**src/rtl/qsr_pkg.sv**
```systemverilog
// Shared constants and types for the quad-rate SRAM request scheduler
package qsr_pkg;
  typedef enum logic [1:0] {QSR_BURST2, QSR_NARROW4, QSR_WIDE4} qsr_mode_t;
  typedef enum logic {QSR_RET_BEAT0, QSR_RET_BEAT1} qsr_ret_t;
  localparam int QSR_AW = 21;
  localparam int QSR_MDW = 36;
  localparam int QSR_MBW = 4;
  localparam int QSR_TAG_DEPTH = 8;
  localparam int QSR_TAG_SLACK = 4;
  localparam int QSR_NPORTS = 2;
  localparam int QSR_PORT_WR = 0;
  localparam int QSR_PORT_RD = 1;
  localparam logic QSR_SEL_IDLE = 1'b1;
  localparam logic QSR_SEL_ACTIVE = 1'b0;
  localparam logic QSR_BE_OFF = 1'b1;
endpackage

```
**src/rtl/qsr_cap_if.sv**
```systemverilog
// Captured read words passed from the echo capture to the scheduler
`timescale 1ns/1ps
`default_nettype none
interface qsr_cap_if #(
  parameter int W = 36
);
  logic stb;
  logic [W-1:0] word;
  modport src(output stb, output word);
  modport dst(input stb, input word);
endinterface
`default_nettype wire

```
**src/rtl/qsr_rd_capture.sv**
```systemverilog
// Echo-clock read capture and resynchronisation onto the system clock
`timescale 1ns/1ps
`default_nettype none
module qsr_rd_capture #(
  parameter int QW = 18
) (
  input wire logic clk,
  input wire logic srst,
  input wire logic echo_clock_pos,
  input wire logic [QW-1:0] mem_q,
  qsr_cap_if.src cap
);
  import qsr_pkg::*;

  if (QW < 1) begin : g_bad_width
    $error("qsr_rd_capture: QW must be at least 1");
  end

  logic [2:0] ck_s_r;
  logic [QW-1:0] q_s1_r;
  logic [QW-1:0] q_s2_r;
  logic [QW-1:0] lo_r;
  logic stb_r;
  logic [2*QW-1:0] word_r;
  wire ck_rise = ck_s_r[1] & ~ck_s_r[2];
  wire ck_fall = ~ck_s_r[1] & ck_s_r[2];

  // Rising half caught first, falling half completes the word
  always_ff @(posedge clk) begin
    if (srst) begin
      ck_s_r <= 3'h0;
      q_s1_r <= '0;
      q_s2_r <= '0;
      lo_r <= '0;
      stb_r <= 1'b0;
      word_r <= '0;
    end else begin
      ck_s_r <= {ck_s_r[1:0], echo_clock_pos};
      q_s1_r <= mem_q;
      q_s2_r <= q_s1_r;
      if (ck_rise) lo_r <= q_s2_r;
      stb_r <= ck_fall;
      if (ck_fall) word_r <= {q_s2_r, lo_r};
    end
  end

  assign cap.stb = stb_r;
  assign cap.word = word_r;
endmodule
`default_nettype wire

```
**src/rtl/qsr_sched.sv**
```systemverilog
// Quad-rate SRAM request scheduler: host read/write ports to memory commands
`timescale 1ns/1ps
`default_nettype none
module qsr_sched #(
  parameter qsr_pkg::qsr_mode_t MODE = qsr_pkg::QSR_NARROW4,
  parameter int AW = qsr_pkg::QSR_AW,
  parameter int MDW = qsr_pkg::QSR_MDW,
  parameter int MBW = qsr_pkg::QSR_MBW,
  parameter int TAG_DEPTH = qsr_pkg::QSR_TAG_DEPTH,
  localparam int HDW = (MODE == qsr_pkg::QSR_WIDE4) ? 2 * MDW : MDW,
  localparam int HBW = (MODE == qsr_pkg::QSR_WIDE4) ? 2 * MBW : MBW
) (
  input wire logic clk,
  input wire logic srst,
  input wire logic host_wr,
  input wire logic [AW-1:0] host_wr_addr,
  input wire logic [HDW-1:0] host_wr_data,
  input wire logic [HBW-1:0] host_wr_be_n,
  output logic host_wr_wait,
  input wire logic host_rd,
  input wire logic [AW-1:0] host_rd_addr,
  output logic host_rd_wait,
  output logic [HDW-1:0] host_rd_data,
  output logic host_rd_valid,
  output logic mem_wr_sel_n,
  output logic [AW-1:0] mem_wr_addr,
  output logic [MDW-1:0] mem_d,
  output logic [MBW-1:0] mem_bw_n,
  output logic mem_rd_sel_n,
  output logic [AW-1:0] mem_rd_addr,
  input wire logic echo_clock_pos,
  input wire logic [MDW/2-1:0] mem_q
);
  import qsr_pkg::*;

  localparam bit IS_B2 = (MODE == QSR_BURST2);
  localparam bit IS_N = (MODE == QSR_NARROW4);
  localparam bit IS_W = (MODE == QSR_WIDE4);
  localparam int TW = (TAG_DEPTH > 1) ? $clog2(TAG_DEPTH) : 1;
  localparam int CW = $clog2(TAG_DEPTH + 1);
  localparam logic [MBW-1:0] BE_OFF = {MBW{QSR_BE_OFF}};

  if (MDW < 2 || (MDW % 2) != 0 || MBW < 1 || AW < 2) begin : g_bad_width
    $error("qsr_sched: MDW must be even and at least 2, MBW at least 1, AW at least 2");
  end
  if (TAG_DEPTH <= QSR_TAG_SLACK) begin : g_bad_depth
    $error("qsr_sched: TAG_DEPTH must exceed the read slack");
  end

  function automatic logic [AW-1:0] mem_addr_of(input logic [AW-1:0] a);
    return IS_N ? (a >> 1) : a;
  endfunction

  // Per-port request control: index 0 writes, index 1 reads
  logic [1:0] in_req;
  logic [AW-1:0] in_addr [QSR_NPORTS];
  logic [1:0] req;
  logic [1:0] busy;
  logic [1:0] join_w;
  logic [1:0] fresh;
  logic [1:0] cand;
  logic [1:0] slot_ok;
  logic [1:0] start;
  logic [1:0] stall_x;
  logic [1:0] hold_v_nxt;
  logic [1:0] wait_nxt;
  logic [AW-1:0] cand_addr [QSR_NPORTS];
  logic [1:0] hold_v_r;
  logic [1:0] b1_due_r;
  logic [1:0] b1_v_r;
  logic [1:0] wait_r;
  logic [AW-1:0] hold_addr_r [QSR_NPORTS];
  logic [AW-1:0] open_addr_r [QSR_NPORTS];
  logic tag_near_full;

  assign in_req = {host_rd, host_wr};
  assign in_addr[QSR_PORT_WR] = host_wr_addr;
  assign in_addr[QSR_PORT_RD] = host_rd_addr;
  assign stall_x = {tag_near_full, 1'b0};

  for (genvar p = 0; p < QSR_NPORTS; p++) begin : g_port
    // A request seen while wait is high is not taken
    assign req[p] = in_req[p] & ~wait_r[p];
    // A four-beat burst holds its port's slot for the following cycle
    assign busy[p] = ~IS_B2 & b1_due_r[p];
    // Odd partner of an even burst opened last cycle joins it
    assign join_w[p] = req[p] & IS_N & b1_due_r[p] & ~b1_v_r[p] &
                       (in_addr[p] == open_addr_r[p] + AW'(1));
    assign fresh[p] = req[p] & ~join_w[p];
    assign cand[p] = hold_v_r[p] | fresh[p];
    assign cand_addr[p] = hold_v_r[p] ? hold_addr_r[p] : in_addr[p];
    // Shared address slot: write wins unless burst-of-two halves split it
    if (p == QSR_PORT_WR) begin : g_wr_slot
      assign slot_ok[p] = ~busy[p];
    end else begin : g_rd_slot
      assign slot_ok[p] = ~busy[p] & (IS_B2 | ~start[QSR_PORT_WR]);
    end
    assign start[p] = cand[p] & slot_ok[p];
    // Unplaced request waits in the hold register
    assign hold_v_nxt[p] = cand[p] & ~start[p];
    // Pauses reach the host as wait-request
    assign wait_nxt[p] = hold_v_nxt[p] | (IS_W & start[p]) | stall_x[p];
  end

  always_ff @(posedge clk) begin
    if (srst) begin
      hold_v_r <= 2'h0;
      b1_due_r <= 2'h0;
      b1_v_r <= 2'h0;
      wait_r <= 2'h0;
      for (int i = 0; i < QSR_NPORTS; i++) begin
        hold_addr_r[i] <= '0;
        open_addr_r[i] <= '0;
      end
    end else begin
      hold_v_r <= hold_v_nxt;
      wait_r <= wait_nxt;
      for (int i = 0; i < QSR_NPORTS; i++) begin
        b1_due_r[i] <= start[i] & ~IS_B2;
        b1_v_r[i] <= start[i] & (IS_W | cand_addr[i][0]);
        hold_addr_r[i] <= cand_addr[i];
        open_addr_r[i] <= cand_addr[i];
      end
    end
  end

  // Write datapath
  logic [HDW-1:0] wr_hold_data_r;
  logic [HBW-1:0] wr_hold_be_r;
  logic [MDW-1:0] b1_data_r;
  logic [MBW-1:0] b1_be_r;
  logic wr_sel_n_r;
  logic [AW-1:0] wr_addr_r;
  logic [MDW-1:0] d_r;
  logic [MBW-1:0] bw_r;
  logic wr_sel_n_nxt;
  logic [AW-1:0] wr_addr_nxt;
  logic [MDW-1:0] d_nxt;
  logic [MBW-1:0] bw_nxt;
  logic [MDW-1:0] b1_data_nxt;
  logic [MBW-1:0] b1_be_nxt;
  wire [HDW-1:0] wr_cand_data = hold_v_r[QSR_PORT_WR] ? wr_hold_data_r : host_wr_data;
  wire [HBW-1:0] wr_cand_be = hold_v_r[QSR_PORT_WR] ? wr_hold_be_r : host_wr_be_n;
  wire [2*MDW-1:0] wr_ext = (2*MDW)'(wr_cand_data);
  wire [2*MBW-1:0] be_ext = (2*MBW)'(wr_cand_be);

  always_comb begin
    wr_sel_n_nxt = QSR_SEL_IDLE;
    wr_addr_nxt = wr_addr_r;
    d_nxt = '0;
    bw_nxt = BE_OFF;
    b1_data_nxt = b1_data_r;
    b1_be_nxt = b1_be_r;
    if (start[QSR_PORT_WR]) begin
      wr_sel_n_nxt = QSR_SEL_ACTIVE;
      wr_addr_nxt = mem_addr_of(cand_addr[QSR_PORT_WR]);
      if (IS_W) begin
        d_nxt = wr_ext[MDW-1:0];
        bw_nxt = be_ext[MBW-1:0];
        b1_data_nxt = wr_ext[2*MDW-1:MDW];
        b1_be_nxt = be_ext[2*MBW-1:MBW];
      end else if (IS_N && cand_addr[QSR_PORT_WR][0]) begin
        b1_data_nxt = wr_ext[MDW-1:0];
        b1_be_nxt = be_ext[MBW-1:0];
      end else begin
        d_nxt = wr_ext[MDW-1:0];
        bw_nxt = be_ext[MBW-1:0];
      end
    end else if (b1_due_r[QSR_PORT_WR]) begin
      if (b1_v_r[QSR_PORT_WR]) begin
        d_nxt = b1_data_r;
        bw_nxt = b1_be_r;
      end else if (join_w[QSR_PORT_WR]) begin
        d_nxt = host_wr_data[MDW-1:0];
        bw_nxt = host_wr_be_n[MBW-1:0];
      end
    end
  end

  always_ff @(posedge clk) begin
    if (srst) begin
      wr_hold_data_r <= '0;
      wr_hold_be_r <= '1;
      b1_data_r <= '0;
      b1_be_r <= BE_OFF;
      wr_sel_n_r <= QSR_SEL_IDLE;
      wr_addr_r <= '0;
      d_r <= '0;
      bw_r <= BE_OFF;
    end else begin
      if (fresh[QSR_PORT_WR]) wr_hold_data_r <= host_wr_data;
      if (fresh[QSR_PORT_WR]) wr_hold_be_r <= host_wr_be_n;
      b1_data_r <= b1_data_nxt;
      b1_be_r <= b1_be_nxt;
      wr_sel_n_r <= wr_sel_n_nxt;
      wr_addr_r <= wr_addr_nxt;
      d_r <= d_nxt;
      bw_r <= bw_nxt;
    end
  end

  // Read command and return-tag tracking
  logic rd_sel_n_r;
  logic [AW-1:0] rd_addr_r;
  logic tag_k0_mem [TAG_DEPTH];
  logic tag_k1_mem [TAG_DEPTH];
  logic [TW-1:0] tag_wp_r;
  logic [TW-1:0] tag_rp_r;
  logic [CW-1:0] tag_cnt_r;
  logic tag_pop;
  wire tag_push = IS_B2 ? start[QSR_PORT_RD] : b1_due_r[QSR_PORT_RD];
  // Narrow keeps only requested words; other modes keep the whole burst
  wire tag_k0_in = ~IS_N | ~b1_v_r[QSR_PORT_RD];
  wire tag_k1_in = IS_W | (IS_N & (b1_v_r[QSR_PORT_RD] | join_w[QSR_PORT_RD]));
  wire tag_empty = (tag_cnt_r == CW'(0));
  wire [TW-1:0] tag_wp_inc = (tag_wp_r == TW'(TAG_DEPTH - 1)) ? TW'(0) : tag_wp_r + TW'(1);
  wire [TW-1:0] tag_rp_inc = (tag_rp_r == TW'(TAG_DEPTH - 1)) ? TW'(0) : tag_rp_r + TW'(1);
  assign tag_near_full = (tag_cnt_r >= CW'(TAG_DEPTH - QSR_TAG_SLACK));

  always_ff @(posedge clk) begin
    if (tag_push) begin
      tag_k0_mem[tag_wp_r] <= tag_k0_in;
      tag_k1_mem[tag_wp_r] <= tag_k1_in;
    end
  end

  always_ff @(posedge clk) begin
    if (srst) begin
      rd_sel_n_r <= QSR_SEL_IDLE;
      rd_addr_r <= '0;
      tag_wp_r <= '0;
      tag_rp_r <= '0;
      tag_cnt_r <= '0;
    end else begin
      rd_sel_n_r <= start[QSR_PORT_RD] ? QSR_SEL_ACTIVE : QSR_SEL_IDLE;
      if (start[QSR_PORT_RD]) rd_addr_r <= mem_addr_of(cand_addr[QSR_PORT_RD]);
      if (tag_push) tag_wp_r <= tag_wp_inc;
      if (tag_pop) tag_rp_r <= tag_rp_inc;
      tag_cnt_r <= tag_cnt_r + CW'(tag_push) - CW'(tag_pop);
    end
  end

  // Return path: words from the capture stage matched against tags
  qsr_cap_if #(.W(MDW)) cap_bus ();

  qsr_rd_capture #(.QW(MDW / 2)) u_cap (
    .clk(clk),
    .srst(srst),
    .echo_clock_pos(echo_clock_pos),
    .mem_q(mem_q),
    .cap(cap_bus.src)
  );

  qsr_ret_t ret_st_r;
  qsr_ret_t ret_st_nxt;
  logic [MDW-1:0] ret_lo_r;
  logic rd_valid_r;
  logic rd_valid_nxt;
  logic [HDW-1:0] rd_data_r;
  logic [HDW-1:0] rd_data_nxt;
  wire ret_go = cap_bus.stb & ~tag_empty;
  wire cur_k0 = tag_k0_mem[tag_rp_r];
  wire cur_k1 = tag_k1_mem[tag_rp_r];

  always_comb begin
    ret_st_nxt = ret_st_r;
    rd_valid_nxt = 1'b0;
    rd_data_nxt = rd_data_r;
    tag_pop = 1'b0;
    if (ret_go) begin
      case (ret_st_r)
        QSR_RET_BEAT0: begin
          if (IS_B2) begin
            tag_pop = 1'b1;
            rd_valid_nxt = cur_k0;
            rd_data_nxt = HDW'(cap_bus.word);
          end else begin
            ret_st_nxt = QSR_RET_BEAT1;
            rd_valid_nxt = IS_N & cur_k0;
            rd_data_nxt = HDW'(cap_bus.word);
          end
        end
        QSR_RET_BEAT1: begin
          tag_pop = 1'b1;
          ret_st_nxt = QSR_RET_BEAT0;
          if (IS_W) begin
            rd_valid_nxt = 1'b1;
            rd_data_nxt = HDW'({cap_bus.word, ret_lo_r});
          end else begin
            rd_valid_nxt = cur_k1;
            rd_data_nxt = HDW'(cap_bus.word);
          end
        end
        default: ret_st_nxt = QSR_RET_BEAT0;
      endcase
    end
  end

  always_ff @(posedge clk) begin
    if (srst) begin
      ret_st_r <= QSR_RET_BEAT0;
      ret_lo_r <= '0;
      rd_valid_r <= 1'b0;
      rd_data_r <= '0;
    end else begin
      ret_st_r <= ret_st_nxt;
      if (ret_go) ret_lo_r <= cap_bus.word;
      rd_valid_r <= rd_valid_nxt;
      rd_data_r <= rd_data_nxt;
    end
  end

  assign host_wr_wait = wait_r[QSR_PORT_WR];
  assign host_rd_wait = wait_r[QSR_PORT_RD];
  assign host_rd_data = rd_data_r;
  assign host_rd_valid = rd_valid_r;
  assign mem_wr_sel_n = wr_sel_n_r;
  assign mem_wr_addr = wr_addr_r;
  assign mem_d = d_r;
  assign mem_bw_n = bw_r;
  assign mem_rd_sel_n = rd_sel_n_r;
  assign mem_rd_addr = rd_addr_r;
endmodule
`default_nettype wire

```
**config.mk**
```make
export PLATFORM = sky130hd
export DESIGN_NAME = qsr_sched
export DESIGN_NICKNAME = d
export VERILOG_FILES = /design/src/rtl/qsr_pkg.sv /design/src/rtl/qsr_cap_if.sv /design/src/rtl/qsr_rd_capture.sv /design/src/rtl/qsr_sched.sv
export SDC_FILE = /design/constraint.sdc
export NUM_CORES = 1
export LEC_CHECK = 0
export BUFFER_PORTS_ARGS = -buffer_cell sky130_fd_sc_hd__buf_2
export CAP_MARGIN = 15
export CORE_UTILIZATION = 45
export DETAILED_ROUTE_END_ITERATION = 12
export GPL_ROUTABILITY_DRIVEN = 1
export PLACE_DENSITY = 0.72
export SYNTH_ARGS = -nofsm -noshare
export SYNTH_HDL_FRONTEND = slang
export SYNTH_SLANG_ARGS = --single-unit
```
**constraint.sdc**
```tcl
create_clock -name clk -period 3.9 [get_ports clk]
set_input_delay 0 -clock clk [delete_from_list [all_inputs] [get_ports clk]]
set_output_delay 0 -clock clk [all_outputs]
set_load 0.01 [all_outputs]
```
# [After elaboration in Yosys (flattened, before gate mapping)]
# Memories as Yosys holds them, arrays and structs flattened. A register that Yosys moved wholly into a read port is not among the register bits.
# Index checks and enable logic that the tools add are counted.
[totals] reg_bits=312 ram_bits=100 inputBits=105 output_inout_bits=123 wordCells=122 memories=4
[classes] n_addsub=6 n_lt_le_gt_ge=1 n_eq_ne=4 muxes=35 bitwise_logic=43 reduce_logical=3
[memory_table] memory="hold_addr_r" words=2 word_bits=21 rd=2 rd_clocked_by_memory_dff=0 wr=2 line_no="qsr_sched.sv:72" rtl="logic [AW-1:0] hold_addr_r [QSR_NPORTS];"
[memory_table] memory="open_addr_r" words=2 word_bits=21 rd=2 rd_clocked_by_memory_dff=0 wr=2 line_no="qsr_sched.sv:73" rtl="logic [AW-1:0] open_addr_r [QSR_NPORTS];"
[memory_table] memory="tag_k0_mem" words=8 word_bits=1 rd=1 rd_clocked_by_memory_dff=1 wr=1 line_no="qsr_sched.sv:205" rtl="logic tag_k0_mem [TAG_DEPTH];"
[memory_table] memory="tag_k1_mem" words=8 word_bits=1 rd=1 rd_clocked_by_memory_dff=1 wr=1 line_no="qsr_sched.sv:206" rtl="logic tag_k1_mem [TAG_DEPTH];"
[op_table] op="36-bit 2-to-1 mux" count=6
[op_table] op="21-bit 2-to-1 mux" count=6
[op_table] op="21-bit by 1-bit adder with 21-bit output (second input constant)" count=2
[op_table] op="21-bit == test" count=2
[op_table] op="4-bit 2-to-1 mux" count=6
[op_table] op="1-bit bitwise AND" count=20
[op_table] op="3-bit 2-to-1 mux" count=6
[op_table] op="1-bit inverter" count=15
[op_table] op="1-bit 2-to-1 mux" count=9
[op_table] op="1-bit OR" count=8
[op_table] op="3-bit by 1-bit adder with 3-bit output (second input constant)" count=2
[op_table] op="3-bit == test (second input constant)" count=2
[op_table] op="4-bit by 1-bit adder with 4-bit output" count=1
[op_table] op="4-bit by 3-bit >= comparator with 1-bit output (second input constant)" count=1
[op_table] op="4-bit logical NOT" count=1
[op_table] op="1-bit case mux with 2 select lines" count=2
[op_table] op="4-bit by 1-bit subtractor with 4-bit output" count=1
[op_table] op="2-bit AND reduction" count=1
[op_table] op="2-bit OR reduction" count=1

# [Logic depth before layout (Yosys ltp)]
# Gate-level depths: netlist (run 1).
[depth] word_depth=15 mapped_depth=13 ltp_nobuf=13

# [Modules after synthesis]
# A second synthesis (run 1) with hierarchy kept.
[hier_totals] hier_cells=1564 hier_area_um2=15687.5
[modules_own_cells] module="qsr_sched" instances=1 cells_each=1284 area_per_inst_um2=12384.4 seq_area_each_um2=5725.5
[modules_own_cells] module="qsr_rd_capture" instances=1 cells_each=280 area_per_inst_um2=3303.2 seq_area_each_um2=1881.8

# [Worst setup path after synthesis (run 1)]
# OpenSTA, ideal clock, no wires.
[synth_path] path_type="register to register" startpoint="memory open_addr_r[0][0] (netlist name)" endpoint="register wr_hold_be_r[0]" setup_time_ps=79 arrival_time_ps=2690 t_required_ps=3821 slack_ps=1131 stages_incl_launch_ff=10 path_buffers=2 synth_period_minus_slack_ps=2769 path_cell_list="dfxtp_1 -> ha_1 -> nand4_2 -> or4_4 -> o31a_1 -> or3_4 -> or2_4 -> buf_6 -> buf_6 -> a211oi_2"
[synth_lines] element="start, declared" line_no="qsr_sched.sv:73"
[synth_lines] element="end signal, assigned" line_no="qsr_sched.sv:192" rtl="if (fresh[QSR_PORT_WR]) wr_hold_be_r <= host_wr_be_n;"
[synth_lines] element="end, declared" line_no="qsr_sched.sv:129" rtl="logic [HBW-1:0] wr_hold_be_r;"

==> results of run 1 <==
## worst paths after layout
| check | start | to | depth (start not counted) |
|---|---|---|---|
| worst max-delay path | open_addr_r[0][0]$_SDFF_PP0_ | wr_hold_data_r[32]$_SDFFE_PP0P_ | 7 |
| worst min-delay path | mem_q[6] | u_cap.q_s1_r[6]$_SDFF_PP0_ | 3 |
| worst max register to register | open_addr_r[0][0]$_SDFF_PP0_ | wr_hold_data_r[32]$_SDFFE_PP0P_ | 7 |
| worst min register to register | u_cap.lo_r[11]$_SDFFE_PP0P_ | u_cap.cap.word[11]$_SDFFE_PP0P_ | 2 |
## cell type report
type,instances,area [um^2]
inverter,22,85.1
clock inverter,15,188
clock buffer,63,1250
sequential,372,7610
antenna,3,7.51
multi-input combinational,1294,8170
fill,3119,15100
tap,461,577
timing repair buffer,391,2800
## worst register-to-register path: cells and delay by family, from the launching register on
family	cells	cell delay, ns
AOI/OAI and AO/OA	2	0.76
DFF	1	0.47
adders and majority gates	1	0.29
and+or+nand+nor	4	1.98
## kinds of logic after synthesis
family | Yosys count
AO/OA/AOI/OAI | 424
XOR/XNOR | 53
adder cells (fa/ha/maj) | 12
buffers and inverters | 192
flip-flops | 372
multiplexers | 91
other | 1
AND/OR/NAND/NOR | 712
## per-layer routing
layer  up-vias  wire [um]  GRT usage  share of wire
li1       7231          -          -              -
met1      7197      19800      0.295           0.43
met2       420      21600      0.391           0.47
met3       120       2440     0.0485          0.054
met4         0       1730      0.108          0.038
met5         -          0          0              0
## sequential cells by signal (all words and copies together) (netlist names), 4 cells and up, named ones only
register and cells:
mem_wr_addr 20, u_cap.q_s1_r 18, tag_k1_mem 8, u_cap.cap.word 36, u_cap.q_s2_r 18, u_cap.lo_r 18, b1_data_r 36, mem_rd_addr 20
mem_d 36, wr_hold_data_r 36, wr_hold_be_r 4, open_addr_r 42, mem_bw_n 4, host_rd_data 36, tag_k0_mem 8, b1_be_r 4
tag_cnt_r 4
## cells in the mapped netlist (all sizes together), types with 16 or more instances
master and n:
xnor2 37, mux2i 86, nand4b 39, dfxtp 356
a211oi 48, nor2b 46, clkbuf 141, o311ai 38
buf 29, nor2 151, a31o 41, xor2 16
or4b 39, nor3 56, o21ai 44, nand3 21
a21oi 135, and3 38, inv 22, o211ai 46
nand2 252, edfxtp 16, a22oi 36
## per-stage QoR
stage	setup slack, ns	util	instance area, um^2	hold WS, ns	cells
6_report	0.303	0.577	20700	0.206	2621
5_1_grt	0.130	0.577	20700	0.219	2621
4_1_cts	0.336	0.576	20700	0.174	2617
3_5_place_dp	0.363	0.496	17800	0.212	2396
3_3_place_gp	0.475	0.496	17800	0.216	2396
2_1_floorplan	1.13	-	16500	0.128	1858
## layout by cell type (no fill, tap or decap), types with 44 or more instances in the layout
master / synthesis / final
mux2i_1: 86 / 86
dlygate4sd3_1: 0 / 143
o21ai_0: 44 / 44
clkbuf_16: 0 / 45
nor3_1: 56 / 55
a21oi_1: 135 / 135
a211oi_1: 44 / 44
dfxtp_1: 356 / 354
nand2_1: 252 / 252
nor2_1: 151 / 150
nor2b_1: 46 / 44
o211ai_1: 46 / 46
buf_2: 5 / 224
## power by group
group	switching (uW)	internal [uW]	total, uW	leakage, uW
combinational	589	493	1080	0.00397
sequential	155	4020	4180	0.00307
clock	1580	2490	4070	0.000704
==> results.yml, run 1 <==
logic_synthesis:
  synthArstFlopShare: 0
  synth.ff_latch_count: 372
  ys_warn_count: 0
  synth_area_leader_cell: "dfxtp_1"
  synth_ff_type: "dfxtp_1"
  synthCells: 1857
  synth.area.top_cells: "dfxtp_1, nand2_1, mux2i_1"
  synth.top_cell.area_share: 0.431
  synth_xor_area_frac: 0.0281
  synthMuxAreaShare: 0.0582
  netlist_area_um2: 16500
  avgSynthCellArea_um2: 8.90
  synth_top_family_by_area: "simple AND/OR/NAND/NOR gates"
  synth_fa_ha_area_frac: 0.00954
  synth_compound_area_frac: 0.174
  ys_types: 68
  synthSimpleGateAreaFrac: 0.221
  yosysSeqAreaShare: 0.460
  synth_edf_count: 16
clocking:
  clkTransAtPathRegs_ns: 0.06
  hold_buffers: 143
  cts_resized: 0
  clk_latency_ns: 0.56
  clockBufferDepth: 3
  post-cts-setup-buffer-count: 0
  cts-buffers-inserted: 42
  tritoncts: "built"
  clock-sinks: 372
  cts_max_level: 2
  cts-root-buf: "clkbuf_16"
global_routing:
  gr-usage-all-layers: 0.236
  grt_pass1_vias: 14487
  grt_pass1_wl_um: 73800
  grt_max_degree: 193
  overflow: 0
  antenna_found_initial: 3
timing:
  finalSetupViolCount: 0
  drv_slew: 0
  fin_tns_setup_ns: 0
  final-hold-violation-count: 0
  finClkSkew_ns: 0.0198
  slew_headroom: 0.331
  fmax_ghz: 0.278
  finalCritPeriodShare: 0.922
  tightestPinTransition_ns: 1.00
  finalCriticalPeriod_ns: 3.60
  rsz0062_at_grt: "false"
place:
  port_buffers: 225
  place_congestion: 0.861
  dp_hpwl_um: 27500
routing:
  avgRoutedWirePerCell_um: 17.4
  antenna_left: 0
  viasPerCell: 5.71
  drtIter0Drc: 1034
  vias: 14968
  route.detailed.drc: 0
  wl_um: 45600
  first_pass_iters: 5
critical_path:
  cp_num_buf_inv: 0
  setup.worst_path.end_class: "flip-flop"
  critPathKind: "flip-flop to flip-flop"
  path_max_fanout: 76
  slowest_stage: "or2_4"
  cp.arrival_ns: 4.05
  required_ns: 4.35
  cpPeakStageDelay_ns: 0.62
  crit_chain: "ha_1 > nand4_2 > or4_4 > o31a_1 > or3_4 > or2_4 > o311ai_1"
  crit_family: "simple AND/OR/NAND/NOR gates"
  r2r_slack_ns: 0.30
  start_kind: "flip-flop"
floorplan:
  die_area_um2: 37500
  start_util: 0.461
  num_rows: 69
  pin_count: 228
  core_area_um2: 35800
  die_height_um: 194
  die_w_um: 194
pwr:
  leakagePower_uw: 0.00774
  finalPower_uw: 9330
  ir_drop_mv: 0.294
  powerDensity_nw_per_um2: 451
job:
  drv_cap: 0
finish:
  layout-drive-gt1-share: 0.193
  area_growth_pct: 25.2
  nets: 2240
hold_path:
  worstHoldPathType: "primary input to flip-flop"
outcome:
  outcome: "finished, final reports clean"
(Power assumes the default switching activity.)
==> inputs of run 2 (changes only) <==
REMOVE_ABC_BUFFERS = 1   (was not set)
==> run 2 against run 1 <==
  * Flip-flop and latch count unchanged
  * Critical path depth rose by 1
  * Largest power group unchanged
  * Sequential share of layout area is 0.77 points higher
  * Setup slack better by 0.039 ns
  * Critical path type unchanged
  * Combinational power down 6%
  * Register-to-register slack improved by 0.04 ns
  * Via count decreased by 2.2%
==> results.yml, run 2 (synthesis results as in run 1) <==
place:
  port_buffers: 225
  dp_hpwl_um: 25700
  dpl_cell_area_um2: 17800
  place_congestion: 0.856
  dp.cells: 2393
hold_path:
  hp-start: "mem_q[10]"
  hold_path_end: "u_cap.q_s1_r[10]$_SDFF_PP0_"
  holdPathStages: 3
  worstHoldPathType: "primary input to flip-flop"
critical_path:
  slowest_stage: "or2_4"
  r2r_slack_ns: 0.34
  setup.worst_path.end_class: "flip-flop"
  path_max_fanout: 76
  reg2reg_from: "open_addr_r[0][0]$_SDFF_PP0_"
  rr_worst_depth: 8
  r2r-end: "mem_d[20]$_SDFF_PP0_"
  crit_chain: "ha_1 > nand4_2 > or4_4 > o21ai_0 > o31a_1 > or3_4 > or2_4 > o211ai_1"
  required_ns: 4.28
  crit_start: "open_addr_r[0][0]$_SDFF_PP0_"
  cp.arrival_ns: 3.94
  critPathKind: "flip-flop to flip-flop"
  cpPeakStageDelay_ns: 0.87
  start_kind: "flip-flop"
clocking:
  clk_latency_ns: 0.55
  clockBufferDepth: 3
  cts_resized: 0
  post-cts-setup-buffer-count: 0
  clkTransAtPathRegs_ns: 0.06
  cts_max_level: 2
  tritoncts: "built"
  clock-sinks: 372
  cts-buffers-inserted: 41
  cts-root-buf: "clkbuf_16"
  hold_buffers: 111
routing:
  avgRoutedWirePerCell_um: 16.9
  vias: 14638
  antenna_left: 0
  first_pass_iters: 5
  viasPerCell: 5.68
  wl_um: 43500
  drtIter0Drc: 1042
  route.detailed.drc: 0
timing:
  drv_slew: 0
  slew_headroom: 0.332
  rsz0062_at_grt: "false"
  tightestPinTransition_ns: 1.00
  finalSetupViolCount: 0
  fmax_ghz: 0.281
  final-hold-violation-count: 0
  finClkSkew_ns: 0.0226
  finalCritPeriodShare: 0.912
  finalCriticalPeriod_ns: 3.56
floorplan:
  die_height_um: 194
  die_w_um: 194
  pin_count: 228
  start_util: 0.461
  die_area_um2: 37500
  core_area_um2: 35800
  num_rows: 69
pwr:
  ir_drop_mv: 0.315
  leakagePower_uw: 0.00751
  powerDensity_nw_per_um2: 453
finish:
  largest_reg_flops: 42
  final_area_um2: 20300
  top_register: "open_addr_r"
  layoutNonFillerInstCount: 2578
  layout-drive-gt1-share: 0.194
  mostFrequentLayoutCell: "dfxtp_1"
  num-fill-cells: 3127
  nets: 2203
  final_cell_mix: "dfxtp_1, nand2_1, buf_2"
  area_growth_pct: 22.7
global_routing:
  grt_pass1_vias: 13953
  overflow: 0
  gr-usage-all-layers: 0.227
  grt_max_degree: 181
  antenna_found_initial: 2
  grt_pass1_wl_um: 71300
job:
  drv_cap: 0
outcome:
  outcome: "finished, final reports clean"
## run 2: final cells by class
class	count	area [um^2]	share of cell area
flip-flops and latches	372	7610	0.376
repair buffers	355	2430	0.120
clock buffers	58	1200	0.0593
inverters	22	85.1	0.00420
clock inverters	14	189	0.00932
multi-input cells	1294	8170	0.403
well taps	461	577	0.0285
diodes	2	5.00	0.000247
## run 2: worst max path at each step
stage                                           to  slack (ns)  depth (start not counted)
floorplan           wr_hold_data_r[0]$_SDFFE_PP0P_       -3.19                          5
global placement              mem_d[15]$_SDFF_PP0_        0.41                          8
detailed placement             mem_d[5]$_SDFF_PP0_        0.36                          8
CTS                            mem_d[5]$_SDFF_PP0_        0.37                          8
global route                  mem_d[16]$_SDFF_PP0_        0.13                          8
finish                        mem_d[20]$_SDFF_PP0_        0.34                          8
## run 2: power breakdown
part	total, uW	switching, uW	internal (uW)
clock	3980	1560	2420
sequential	4180	161	4020
combinational	1010	563	452
## run 2: critical path, delay by kind of cell, from the launching register on
kind                       cells  cell delay [ns]
AOI/OAI and AO/OA              3             0.59
adders and majority gates      1             0.27
DFF                            1             0.47
and+or+nand+nor                4             2.03
## run 2: metrics by stage
step	power, uW	hold slack [ns]	TNS (ns)	utilization	setup WS, ns
after global placement	5150	0.207	0	0.496	0.407
after global routing	9540	0.211	0	0.566	0.128
after detailed placement	5180	0.216	0	0.496	0.364
after CTS	9260	0.180	0	0.566	0.371
final	9180	0.207	0	0.566	0.342
after floorplan	4800	0.0667	-324.36	-	-3.19
## run 2: routing by layer
layer	GRT usage	vias up	part of all wire
met2	0.382	434	0.47
met5	0	-	0
met1	0.300	7001	0.46
met3	0.0351	63	0.053
li1	-	7140	-
met4	0.0652	0	0.018
==> inputs of run 3 (changes only) <==
CELL_PAD_IN_SITES_DETAIL_PLACEMENT = 0   (was not set)
CELL_PAD_IN_SITES_GLOBAL_PLACEMENT = 1   (was not set)
CORE_UTILIZATION = 44   (was 45)
PLACE_DENSITY = 0.87   (was 0.72)
==> run 3 against run 2 <==
  * Clock-buffer cell count up 4
  * Critical endpoint is now wr_hold_data_r[33]$_SDFFE_PP0P_
  * Total power decreased by 2.0%
  * Die area rose by 2.2%
  * Highest routed layer is now met5
==> results.yml, run 3 (synthesis results as in run 1) <==
routing:
  avgRoutedWirePerCell_um: 17.2
  drtIter0Drc: 842
  antenna_left: 0
  vias: 14730
  route.detailed.drc: 0
  wl_um: 44700
  viasPerCell: 5.67
  first_pass_iters: 6
finish:
  mostFrequentLayoutCell: "dfxtp_1"
  largest_reg_flops: 42
  final_cell_mix: "dfxtp_1, nand2_1, buf_2"
  area_growth_pct: 23.1
  nets: 2218
  fin_util: 0.553
  layout-drive-gt1-share: 0.192
  top_register: "open_addr_r"
  final_area_um2: 20300
critical_path:
  required_ns: 4.36
  cp.arrival_ns: 4.02
  critPathKind: "flip-flop to flip-flop"
  start_kind: "flip-flop"
  setup.worst_path.end_class: "flip-flop"
  path_max_fanout: 76
clocking:
  clk_latency_ns: 0.57
  clockBufferDepth: 3
  tritoncts: "built"
  cts-buffers-inserted: 41
  cts_max_level: 2
  clkTransAtPathRegs_ns: 0.06
  cts-root-buf: "clkbuf_16"
  clock-sinks: 372
floorplan:
  num_rows: 70
  start_util: 0.449
  die_w_um: 196
  pin_count: 228
  die_height_um: 196
  core_area_um2: 36800
  die_area_um2: 38300
pwr:
  powerDensity_nw_per_um2: 442
  leakagePower_uw: 0.00755
  ir_drop_mv: 0.325
global_routing:
  antenna_found_initial: 3
  gr-usage-all-layers: 0.231
  grt_pass1_wl_um: 73000
  grt_pass1_vias: 14344
  grt_max_degree: 122
  overflow: 0
timing:
  holdWs_ns: 0.191
  finalCriticalPeriod_ns: 3.56
  finalSetupViolCount: 0
  tightestPinTransition_ns: 1.18
  final-hold-violation-count: 0
  finClkSkew_ns: 0.0145
  slew_headroom: 0.212
  rsz0062_at_grt: "false"
  drv_slew: 0
  finalCritPeriodShare: 0.913
  fmax_ghz: 0.281
  setup_ws_ns: 0.338
hold_path:
  worstHoldPathType: "primary input to flip-flop"
job:
  drv_cap: 0
place:
  dp_slack_ns: 0.347
  dpl_cell_area_um2: 17800
  place_congestion: 0.940
  dp_hpwl_um: 26800
  port_buffers: 225
outcome:
  outcome: "finished, final reports clean"
[run 3: stage by stage]
step	instances	setup TNS (ns)	power, uW
after floorplan	1688	-324.36	4800
after global placement	2401	0	5160
after detailed placement	2401	0	5190
after CTS	2598	0	9080
after global routing	2599	0	9370
final	2600	0	8990
[run 3: path summary, 6_finish.rpt]
kind | start | endpoint | slack (ns) | cells after the start
max reg2reg | open_addr_r[0][0]$_SDFF_PP0_ | wr_hold_data_r[33]$_SDFFE_PP0P_ | 0.34 | 7
min reg2reg | u_cap.ck_s_r[0]$_SDFF_PP0_ | u_cap.ck_s_r[1]$_SDFF_PP0_ | 0.44 | 1
max | open_addr_r[0][0]$_SDFF_PP0_ | wr_hold_data_r[33]$_SDFFE_PP0P_ | 0.34 | 7
min | mem_q[1] | u_cap.q_s1_r[1]$_SDFF_PP0_ | 0.19 | 3
[run 3: timing repair]
action,4_1_cts,5_1_grt
setup endpoints to repair,0,0
resized for setup,0,0
hold buffers,125,0
setup buffers,0,0
endpoints found under the hold margin,240,0
[run 3: worst max-delay path, stage by stage (launching register included)]
cell and delay, ns:
dfxtp_1 0.46, ha_1 0.26, nand4_2 0.17, or4_4 0.58, o31a_1 0.31, or3_4 0.60, or2_4 0.61, o311ai_1 0.41
[run 3: per-layer routing]
layer / up-vias / global-route usage / share of wire
met2: 390 / 0.390 / 0.48
li1: 7177 / - / -
met4: 2 / 0.107 / 0.033
met1: 7071 / 0.288 / 0.44
met5: - / 0 / 0.00022
met3: 90 / 0.0390 / 0.052
[run 3: power breakdown]
part | internal [uW] | switching [uW]
logic | 468 | 576
clock network | 2190 | 1580
registers | 4020 | 152
total | 6680 | 2310
[run 3: area by class of cell]
| cell class | count | area, um^2 |
|---|---|---|
| Clock inverter | 10 | 101 |
| Sequential cell | 372 | 7610 |
| Antenna cell | 2 | 5.00 |
| Inverter | 22 | 85.1 |
| Tap cell | 468 | 586 |
| Timing Repair Buffer | 370 | 2570 |
| Clock buffer | 62 | 1200 |
| Multi-Input combinational cell | 1294 | 8170 |
| Fill cell | 3356 | 16500 |
